--- config.mk ---
export PLATFORM = sky130hd
export DESIGN_NAME = pgts_top
export DESIGN_NICKNAME = d
export VERILOG_FILES = /design/src/rtl/pgts_top.v
export VERILOG_INCLUDE_DIRS = /design/src /design/src/include
export SDC_FILE = /design/constraint.sdc
export NUM_CORES = 1
export LEC_CHECK = 0
export ABC_AREA = 1
export BUFFER_PORTS_ARGS = -buffer_cell sky130_fd_sc_hd__buf_2
export CORE_UTILIZATION = 43
export CTS_CLUSTER_SIZE = 14
export DETAILED_ROUTE_END_ITERATION = 7
export PLACE_DENSITY_LB_ADDON = 0.12
export RECOVER_POWER = 100
export SETUP_SLACK_MARGIN = 0.02
export SLEW_MARGIN = 5
export SYNTH_ARGS = -nofsm -noshare
export SYNTH_HDL_FRONTEND = slang
export SYNTH_SLANG_ARGS = --single-unit
export TNS_END_PERCENT = 20
--- constraint.sdc ---
create_clock -name clk -period 8.9 [get_ports clk]
set_input_delay 1.78 -clock clk [delete_from_list [all_inputs] [get_ports clk]]
set_output_delay 1.78 -clock clk [all_outputs]
set_load 0.005 [all_outputs]
--- src/include/pgts_consts.vh ---
// register offsets, field positions and factory default images for the pg tree selector
`ifndef PGTS_CONSTS_VH
`define PGTS_CONSTS_VH

// printed offsets are not multiples of four: these are word indices
`define PGTS_IDX_OUT4_RAIL 8'ha6
`define PGTS_IDX_OUT4_PIN 8'ha7
`define PGTS_IDX_OUT2_RAIL 8'ha8
`define PGTS_IDX_OUT2_PIN 8'ha9

// rail select fields
`define PGTS_RAIL_LO 0
`define PGTS_RAIL_HI 5
`define PGTS_BIT_LINREG_A2 7

// pin/ldo select fields
`define PGTS_BIT_LINREG_A3 0
`define PGTS_BIT_TERM 3
`define PGTS_PIN_LO 4
`define PGTS_PIN_HI 7

// factory image defaults
`define PGTS_DEF_OUT4_RAIL 8'hc0
`define PGTS_DEF_OUT4_PIN 8'hcf
`define PGTS_DEF_OUT2_RAIL 8'hdf
`define PGTS_DEF_OUT2_PIN 8'hdf

// bus answer
`define PGTS_UNMAPPED_DATA 32'h00000000
`define PGTS_DATA_W 8

`endif

--- src/rtl/pgts_top.v ---
// power-good tree selection for output four and output two
//
// The Avalon-MM slave port was decided locally.
`timescale 1ns/10ps
`include "pgts_consts.vh"

module pgts_top (
  // clock and reset
  input wire clk,
  input wire sys_rst,
  // factory image, sampled after reset release
  input wire [7:0] otp_out4_rail,
  input wire [7:0] otp_out4_pin,
  input wire [7:0] otp_out2_rail,
  input wire [7:0] otp_out2_pin,
  input wire otp_valid,
  // avalon-mm slave
  input wire [7:0] avs_address,
  input wire avs_read,
  input wire avs_write,
  input wire [31:0] avs_writedata,
  output reg [31:0] avs_readdata,
  output reg avs_waitrequest,
  // contributors, asynchronous to clk
  input wire [5:0] rail_pg,
  input wire linreg_a2_pg,
  input wire linreg_a3_pg,
  input wire termination_pg,
  input wire enable_input_1,
  input wire enable_input_2,
  input wire enable_input_4,
  input wire enable_input_5,
  // power-good outputs
  output reg pg_output_four,
  output reg pg_output_two
);

  // contributor vector: six rails, linreg_a2, linreg_a3, termination, four enable pins
  localparam NRAIL = 6;
  localparam NPIN = 4;
  localparam NIN = NRAIL + 3 + NPIN;

  // positions on the contributor vector
  localparam IX_RAIL_LO = 0;
  localparam IX_RAIL_HI = NRAIL - 1;
  localparam IX_A2 = NRAIL;
  localparam IX_A3 = NRAIL + 1;
  localparam IX_TERM = NRAIL + 2;
  localparam IX_PIN_LO = NRAIL + 3;
  localparam IX_PIN_HI = NIN - 1;

  wire [NIN-1:0] raw_in;
  wire [NIN-1:0] filt_vec;

  // pin order 5,4,2,1 matches mask bits 7..4
  assign raw_in = {enable_input_5, enable_input_4, enable_input_2, enable_input_1,
                   termination_pg, linreg_a3_pg, linreg_a2_pg, rail_pg};

  // synchroniser: three stages per input
  // a change is accepted only once stages two and three agree,
  // so a level caught mid-transition never reaches the trees
  genvar gi;
  generate
    for (gi = 0; gi < NIN; gi = gi + 1) begin : g_sync
      reg s1_q;
      reg s2_q;
      reg s3_q;
      reg filt_q;

      always @(posedge clk or posedge sys_rst) begin
        if (sys_rst) begin
          s1_q <= 1'b0;
          s2_q <= 1'b0;
          s3_q <= 1'b0;
          filt_q <= 1'b0;
        end else begin
          s1_q <= raw_in[gi];
          s2_q <= s1_q;
          s3_q <= s2_q;
          // set when both agree high, clear when both agree low
          filt_q <= (s2_q & s3_q) | (filt_q & (s2_q | s3_q));
        end
      end

      assign filt_vec[gi] = filt_q;
    end
  endgenerate

  // named views of the filtered contributors
  wire [NRAIL-1:0] rail_s;
  wire a2_s;
  wire a3_s;
  wire term_s;
  wire [NPIN-1:0] pins_s;

  assign rail_s = filt_vec[IX_RAIL_HI:IX_RAIL_LO];
  assign a2_s = filt_vec[IX_A2];
  assign a3_s = filt_vec[IX_A3];
  assign term_s = filt_vec[IX_TERM];
  assign pins_s = filt_vec[IX_PIN_HI:IX_PIN_LO];

  // mask registers
  reg [7:0] out4_rail_q, out4_pin_q, out2_rail_q, out2_pin_q;
  reg loaded_q;

  function is_idx;
    input [7:0] addr;
    input [7:0] idx;
    begin
      is_idx = (addr == idx);
    end
  endfunction

  // write lands at the edge where the master sees waitrequest low,
  // never at the edge the request is first taken
  wire wr_go;
  assign wr_go = avs_write & ~avs_waitrequest & loaded_q;

  always @(posedge clk or posedge sys_rst) begin
    if (sys_rst) begin
      out4_rail_q <= `PGTS_DEF_OUT4_RAIL;
      out4_pin_q <= `PGTS_DEF_OUT4_PIN;
      out2_rail_q <= `PGTS_DEF_OUT2_RAIL;
      out2_pin_q <= `PGTS_DEF_OUT2_PIN;
      loaded_q <= 1'b0;
    end else if (!loaded_q) begin
      // factory image copied once after release
      if (otp_valid) begin
        out4_rail_q <= otp_out4_rail;
        out4_pin_q <= otp_out4_pin;
        out2_rail_q <= otp_out2_rail;
        out2_pin_q <= otp_out2_pin;
        loaded_q <= 1'b1;
      end
    end else if (wr_go) begin
      // every bit writable, reserved ones too
      if (is_idx(avs_address, `PGTS_IDX_OUT4_RAIL)) begin
        out4_rail_q <= avs_writedata[7:0];
      end else if (is_idx(avs_address, `PGTS_IDX_OUT4_PIN)) begin
        out4_pin_q <= avs_writedata[7:0];
      end else if (is_idx(avs_address, `PGTS_IDX_OUT2_RAIL)) begin
        out2_rail_q <= avs_writedata[7:0];
      end else if (is_idx(avs_address, `PGTS_IDX_OUT2_PIN)) begin
        out2_pin_q <= avs_writedata[7:0];
      end
    end
  end

  // bus handshake: one wait cycle, answer on the second edge
  reg [7:0] rd_sel;
  always @* begin
    if (is_idx(avs_address, `PGTS_IDX_OUT4_RAIL)) begin
      rd_sel = out4_rail_q;
    end else if (is_idx(avs_address, `PGTS_IDX_OUT4_PIN)) begin
      rd_sel = out4_pin_q;
    end else if (is_idx(avs_address, `PGTS_IDX_OUT2_RAIL)) begin
      rd_sel = out2_rail_q;
    end else if (is_idx(avs_address, `PGTS_IDX_OUT2_PIN)) begin
      rd_sel = out2_pin_q;
    end else begin
      rd_sel = 8'h00;
    end
  end

  always @(posedge clk or posedge sys_rst) begin
    if (sys_rst) begin
      avs_waitrequest <= 1'b1;
      avs_readdata <= `PGTS_UNMAPPED_DATA;
    end else begin
      if ((avs_read | avs_write) & avs_waitrequest & loaded_q) begin
        avs_waitrequest <= 1'b0;
        avs_readdata <= {24'h000000, rd_sel};
      end else begin
        avs_waitrequest <= 1'b1;
      end
    end
  end

  // exclude vector of one tree, laid out like the contributor vector
  // reserved mask bits (rail bit 6, pin bits 2 and 1) are dropped here
  function [NIN-1:0] excl_vec;
    input [7:0] rail_m;
    input [7:0] pin_m;
    begin
      excl_vec = {pin_m[`PGTS_PIN_HI:`PGTS_PIN_LO],
                  pin_m[`PGTS_BIT_TERM],
                  pin_m[`PGTS_BIT_LINREG_A3],
                  rail_m[`PGTS_BIT_LINREG_A2],
                  rail_m[`PGTS_RAIL_HI:`PGTS_RAIL_LO]};
    end
  endfunction

  // tree: a contributor passes when good or excluded
  function tree_ok;
    input [NIN-1:0] good;
    input [NIN-1:0] excl;
    begin
      tree_ok = &(good | excl);
    end
  endfunction

  // regrouped contributors, same order as the exclude vector
  wire [NIN-1:0] good_vec;
  assign good_vec = {pins_s, term_s, a3_s, a2_s, rail_s};

  // output four: rail mask and pin/ldo mask
  wire [NIN-1:0] excl4;
  assign excl4 = excl_vec(out4_rail_q, out4_pin_q);

  // output two: rail mask and pin/ldo mask
  wire [NIN-1:0] excl2;
  assign excl2 = excl_vec(out2_rail_q, out2_pin_q);

  // tree results before the output flops
  wire ok4;
  wire ok2;
  assign ok4 = tree_ok(good_vec, excl4);
  assign ok2 = tree_ok(good_vec, excl2);

  // outputs held low until the factory image has been copied,
  // so a stale default mask never shows a false good
  always @(posedge clk or posedge sys_rst) begin
    if (sys_rst) begin
      pg_output_four <= 1'b0;
      pg_output_two <= 1'b0;
    end else begin
      // output four tree
      pg_output_four <= loaded_q & ok4;
      // output two tree
      pg_output_two <= loaded_q & ok2;
    end
  end

endmodule // pgts_top

# --- Yosys cells after proc, flatten, opt, wreduce, memory -nomap -nowiden ---
# Cells that the tools add are included.
totals:
  reg_bits: 96
  input_bits: 90
  out_inout_bits: 35
  wordCells: 171
op_classes:
  n_eq_ne: 12
  mux: 29
  bitwise_logic: 62
  reduce_logical: 7
ops:
  columns: ["op", "n"]
  rows:
  - ["$mux 8", 26]
  - ["$and 1x1->1", 32]
  - ["$eq 8x8->1 const B", 4]
  - ["$or 1x1->1", 27]
  - ["$or 13x13->13", 2]
  - ["$reduce_and 13->1", 2]
  - ["$ne 2x1->1 const B", 5]
  - ["$ne 2x2->1 const B", 3]
  - ["$reduce_and 6->1", 1]
  - ["$reduce_and 5->1", 1]
  - ["$reduce_and 4->1", 1]
  - ["$mux 1", 3]
  - ["$reduce_and 3->1", 1]
  - ["$reduce_bool 2->1", 1]
  - ["$not 1->1", 1]

# --- Depth between registers and ports, before layout ---
depth:
  ltp_word: 7
  mapped_depth: 10
  depth_no_buf: 8

# --- Worst setup path after synthesis ---
# Ideal clock, no wire load.
synth_path:
  kind: "input port to flip-flop"
  start: "input avs_address[6]"
  end: "register out2_pin_q[5]"
  setup_time_ns: 0.117
  arrival_ns: 2.640
  required_time_ns: 8.783
  slack_ns: 6.143
  cell_stages: 9
  path_buffers: 1
  cell_sequence: "inv_1 -> nand2_1 -> nor2_1 -> buf_4 -> nand2_1 -> nand2_2 -> nand2_2 -> nand2_1 -> nand2_1"
synth_via:
  elab_chain_cells: 3
  word_cells_on_any_way: 9
  classes_between: "8 x eq/ne; 1 x reduce/logical"
synth_rtl:
  columns: ["element", "line", "text"]
  rows:
  - ["from (decl)", "pgts_top.v:18", "input wire [7:0] avs_address,"]
  - ["$eq 8x8->1", "pgts_top.v:110", "is_idx = (addr == idx);"]
  - ["$ne 2x1->1 (no line) / $ne 2x2->1 (equally long branches)", null, null]
  - ["$reduce_and 6->1 (no line) (*)", null, null]
  - ["to (signal assigned)", "pgts_top.v:124", "out2_pin_q <= `PGTS_DEF_OUT2_PIN;"]
  - ["to (signal assigned)", "pgts_top.v:132", "out2_pin_q <= otp_out2_pin;"]
  - ["to (signal assigned)", "pgts_top.v:144", "out2_pin_q <= avs_writedata[7:0];"]
  - ["to (decl)", "pgts_top.v:103", "reg [7:0] out4_rail_q, out4_pin_q, out2_rail_q, out2_pin_q;"]
# Every way passes the cells marked *; elsewhere a longest branch is shown, timed or not.
# A chain may end at the register's enable or synchronous reset.

# --- Worst setup path in the final report ---
layout_path:
  start: "input avs_address[6]"
  end: "register out4_pin_q[4]"
layout_via:
  elab_chain_cells: 3
  word_cells_on_any_way: 5
  classes_between: "4 x eq/ne; 1 x reduce/logical"
layout_rtl:
  columns: ["element", "line", "text"]
  rows:
  - ["$eq 8x8->1", "pgts_top.v:110", null]
  - ["$ne 2x1->1 (no line) / $ne 2x2->1 (equally long branches)", null, null]
  - ["$reduce_and 4->1 (no line) (*)", null, null]
  - ["to (signal assigned)", "pgts_top.v:122", "out4_pin_q <= `PGTS_DEF_OUT4_PIN;"]
  - ["to (signal assigned)", "pgts_top.v:130", "out4_pin_q <= otp_out4_pin;"]
  - ["to (signal assigned)", "pgts_top.v:140", "out4_pin_q <= avs_writedata[7:0];"]
  - ["to (decl)", "pgts_top.v:103", null]
# Marked as above.

==> impl_summary.txt <==
----------------------------------------------------
[Critical path]
  Cell class contributing the biggest share of worst-path delay ... compound AO/OA/AOI/OAI gates
  Worst Path Buf+Inv ... 3
  Required time of the worst setup path ... 9070 ps
  Source of the critical timing path ... avs_address[6]
  Ordered cell list for the critical path ... buf_2 > inv_1 > nand2_1 > nor2_1 > clkbuf_1 > nand2_1 > o21ai_0 > o21ai_0
  Biggest fanout along the worst timing path ... 21
  WP data arrival ... 5010 ps
  Crit Path Class ... in -> reg
  Library cell contributing the largest single delay on the critical path ... sky130_fd_sc_hd__o21ai_0
  Origin of the critical flop-to-flop path ... loaded_q
  Highest cell delay on the worst timing path ... 1530 ps
  Sort of element at the start of the critical path ... primary input
  Endpoint type of the worst setup path ... flip-flop

[Finish]
  Area of combinational cells with multiple inputs ... 1490 um^2
  Fraction of final layout cells with drive strength greater than 1 ... 21.82%
  Area growth syn-to-layout ... 12.53%
  Count of inserted antenna diode cells ... 0
  Area taken by flip-flops and latches ... 2431 um^2
  Filler instances ... 955
  Nets@finish ... 635
  Final std cells w/o fill ... 679

[Global route]
  Global route overflow ... 0
  Tot GR Track Use ... 21.72%
  Vias in the first global route ... 3361
  Wire length of the first global-routing pass ... 16390 um
  Largest net degree at the start of global routing ... 76
  Number of antenna violations at the first check in global routing ... 0

[Placed design]
  Routability congestion estimate from global placement ... 0.8557
  Cells after DPL ... 663
  Half-perimeter wire length of the detailed placement result ... 7262 um
  Buffers added on ports ... 76

[Synthesis]
  Ys async rst share ... 100.0%
  Share of cell area taken by muxes after synthesis ... 0%
  Instance count of the mapped netlist ... 466
  Cell variety after synth ... 30
  Dominant combinational cell family by area after synthesis ... simple AND/OR/NAND/NOR gates
  YS warnings ... 0
  Synthesized-area fraction occupied by and/or/nand/nor cells ... 27.51%
  Most used DFF post-synth ... sky130_fd_sc_hd__dfrtp_1
  Flip-flop and latch count after synthesis ... 96
  Synth Area in Adders ... 3.067%
  Sequential fraction of the synthesis area ... 57.30%
  Summed instance area of the synthesized netlist ... 4243 um^2
  Post-synth EDFFs ... 0
  Post-synthesis share of cell area spent on xor and xnor gates ... 0%
  Post-Syn Area per Cell ... 9.105 um^2
  Compound-Gate Fraction of Synth Area ... 3.716%

[STA]
  Share of the clock period used by the worst path after layout ... 54.29%
  Max Transition Viols Final ... 17
  RSZ-0062 raised after global routing ... no
  Transition time at the pin with the least slew margin ... 1821 ps
  Shortest period the worst path allows ... 4832 ps
  Setup Total Neg Slack ... 0 ps
  Fmax ... 206.9 MHz
  Worst Clk Skew ... 12.57 ps
  Normalized max-slew margin ... -22.69%
  Count of endpoints failing hold in the final timing report ... 0
  Setup-violating endpoint count in the final report ... 0
  Hold Worst Slack ... 351.7 ps

[Routing]
  Routed via count divided by cell count ... 4.789
  Iteration-0 DRC count of the detailed router ... 155
  Avg WL per Cell ... 14.68 um
  Total wire length after detailed routing ... 9966 um
  DR pass1 iterations ... 4
  DRC violation count after routing ... 0
  Total vias in the final route ... 3252
  DRT antenna net count ... 0

[Clock tree]
  Hold-fix buffer count after cts ... 0
  Number of sinks driven by the clock tree ... 96
  Total clock buffers created by CTS ... 9
  Post-CTS resize count ... 0
  TritonCTS clock tree ... built
  Max Buffers Root-to-Sink ... 2
  Clock latency at the later pin of the worst-skew pair ... 360 ps
  Clock transition at the registers of the reported paths ... 90 ps
  Maximum level of the CTS H-tree ... 3
  Root buffer selected by CTS ... sky130_fd_sc_hd__clkbuf_8
  Total setup buffers inserted after CTS ... 0

[Status]
  Status ... finished, violations left
  Violated checks ... max-capacitance violations, max-slew violations

[Pwr]
  Peak supply drop ... 106.7 uV
  Power per cell area ... 183.9 nW/um^2
  Leakage power ... 2.417 nW

[Floorplan]
  Std-Cell Core Area ... 9415 um^2
  Area enclosed by the die boundary ... 10270 um^2
  Initial Utilization ... 45.06%
  Number of I/O pins ... 125
  Die X ... 101.3 um
  Placement row count ... 35
  Height of the die ... 101.3 um

[Worst hold path]
  Worst min path class ... reg -> reg
  Launch instance of the worst min-delay path ... g_sync[3].s1_q

[Job]
  Max Cap Viol ... 1

----------------------------------------------------
[worst register-to-register path, cell delays in order (launching register included)]
cell and delay, ps:
sky130_fd_sc_hd__dfrtp_1 680, sky130_fd_sc_hd__inv_1 620, sky130_fd_sc_hd__nor3_1 1190, sky130_fd_sc_hd__inv_2 260, sky130_fd_sc_hd__nand2_1 140, sky130_fd_sc_hd__nand2_1 60
[layer usage]
layer  track usage [%]  vias up  share of wire, %
met5                 0        -                 0
met4             10.48        0               3.2
met3             3.106       21               3.8
met2             36.73       90                47
met1             27.57     1553                46
li1                  -     1588                 -
[layout by cell type, fill, tap and decap left out]
cell type	n
sky130_fd_sc_hd__nor2_2	1
sky130_fd_sc_hd__inv_2	1
sky130_fd_sc_hd__a21oi_1	2
sky130_fd_sc_hd__nor2_4	1
sky130_fd_sc_hd__clkinv_2	1
sky130_fd_sc_hd__dfrtp_1	73
sky130_fd_sc_hd__nand2_2	2
sky130_fd_sc_hd__inv_8	1
sky130_fd_sc_hd__dfstp_1	1
sky130_fd_sc_hd__nand3_2	1
sky130_fd_sc_hd__o21ai_1	1
sky130_fd_sc_hd__o21ai_0	17
sky130_fd_sc_hd__buf_2	69
sky130_fd_sc_hd__nor2_1	40
sky130_fd_sc_hd__o2111ai_1	2
sky130_fd_sc_hd__buf_4	1
sky130_fd_sc_hd__nor2_8	1
sky130_fd_sc_hd__inv_1	25
sky130_fd_sc_hd__dfstp_2	22
sky130_fd_sc_hd__clkbuf_1	8
sky130_fd_sc_hd__nor4_1	2
sky130_fd_sc_hd__clkinvlp_4	2
sky130_fd_sc_hd__o22ai_1	2
sky130_fd_sc_hd__or2_2	3
sky130_fd_sc_hd__nor3_1	5
sky130_fd_sc_hd__nand2_1	165
sky130_fd_sc_hd__conb_1	24
sky130_fd_sc_hd__maj3_1	13
sky130_fd_sc_hd__clkinvlp_2	1
sky130_fd_sc_hd__clkbuf_8	9
sky130_fd_sc_hd__inv_6	2
sky130_fd_sc_hd__nand3_1	49
sky130_fd_sc_hd__bufinv_16	1
sky130_fd_sc_hd__o21ai_2	1
sky130_fd_sc_hd__clkinv_1	1
[registers in the layout, indices dropped and copies added (netlist names)]
name	count
avs_readdata	8
g_sync.s3_q	13
g_sync.s2_q	13
out4_pin_q	8
g_sync.filt_q	11
out2_pin_q	8
a2_s	1
avs_waitrequest	1
out4_rail_q	8
pg_output_two	1
out2_rail_q	8
g_sync.s1_q	13
pg_output_four	1
a3_s	1
loaded_q	1
[area by class of cell]
class | instances | area share, %
clock inverters | 7 | 1.651
well taps | 129 | 3.381
inverters | 28 | 2.227
clock buffers | 9 | 2.594
flip-flops and latches | 96 | 50.92
repair buffers | 78 | 8.019
multi-input cells | 332 | 31.21
[Yosys cell counts, types with 3 or more instances]
cell                       instances  area (um^2)
sky130_fd_sc_hd__or2_2             3        18.77
sky130_fd_sc_hd__inv_1            25        93.84
sky130_fd_sc_hd__nor2_1           40        150.1
sky130_fd_sc_hd__clkbuf_1          4        15.01
sky130_fd_sc_hd__dfstp_2          23        604.3
sky130_fd_sc_hd__nand2_1         160        600.6
sky130_fd_sc_hd__nor3_1            4        20.02
sky130_fd_sc_hd__buf_6             4        45.04
sky130_fd_sc_hd__dfrtp_1          73         1827
sky130_fd_sc_hd__buf_4            25        187.7
sky130_fd_sc_hd__maj3_1           13        130.1
sky130_fd_sc_hd__o21ai_2           3        26.28
sky130_fd_sc_hd__o21ai_1           6        30.03
sky130_fd_sc_hd__nand3_1          48        240.2
sky130_fd_sc_hd__nand2_2           7        43.79
sky130_fd_sc_hd__o21ai_0           9        45.04
[power by group]
part	switching (mW)	leakage [nW]	internal (mW)
sequential	0.0219	1.11	0.476
clock	0.162	0.0982	0.133
combinational	0.0525	1.21	0.0329
total	0.236	2.42	0.642
[path summary, 6_finish.rpt]
path                                   end  slack (ps)  depth (start not counted)
setup / recovery             out4_pin_q[4]        4070                          8
hold / removal              g_sync[3].s2_q         350                          0
setup reg to reg           avs_readdata[3]        5830                          5
hold reg to reg             g_sync[3].s2_q         350                          0
max in group asynchronous   out4_rail_q[0]        5950                          3
min in group asynchronous  avs_readdata[4]        1550                          2
[stage by stage]
stage	instance area, um^2	worst slack (ps)	utilization [%]	power [mW]
global route	4775	3664	50.71	0.9208
global placement	4639	5598	49.28	0.5930
CTS	4842	5964	51.43	0.8922
detailed placement	4639	5586	49.28	0.5955
finish	4775	4068	50.71	0.8783
floorplan	4329	4653	-	0.5620
[logic make-up (layout without fill, tap and decap cells)]
group           after synthesis  count (layout)
simple gates                270             270
flops                        96              96
buf+inv                      61             122
other cells                   1              24
fa+ha+maj                    13              13
compound gates               25              25
No activity file was read; power rests on OpenSTA's default activity.
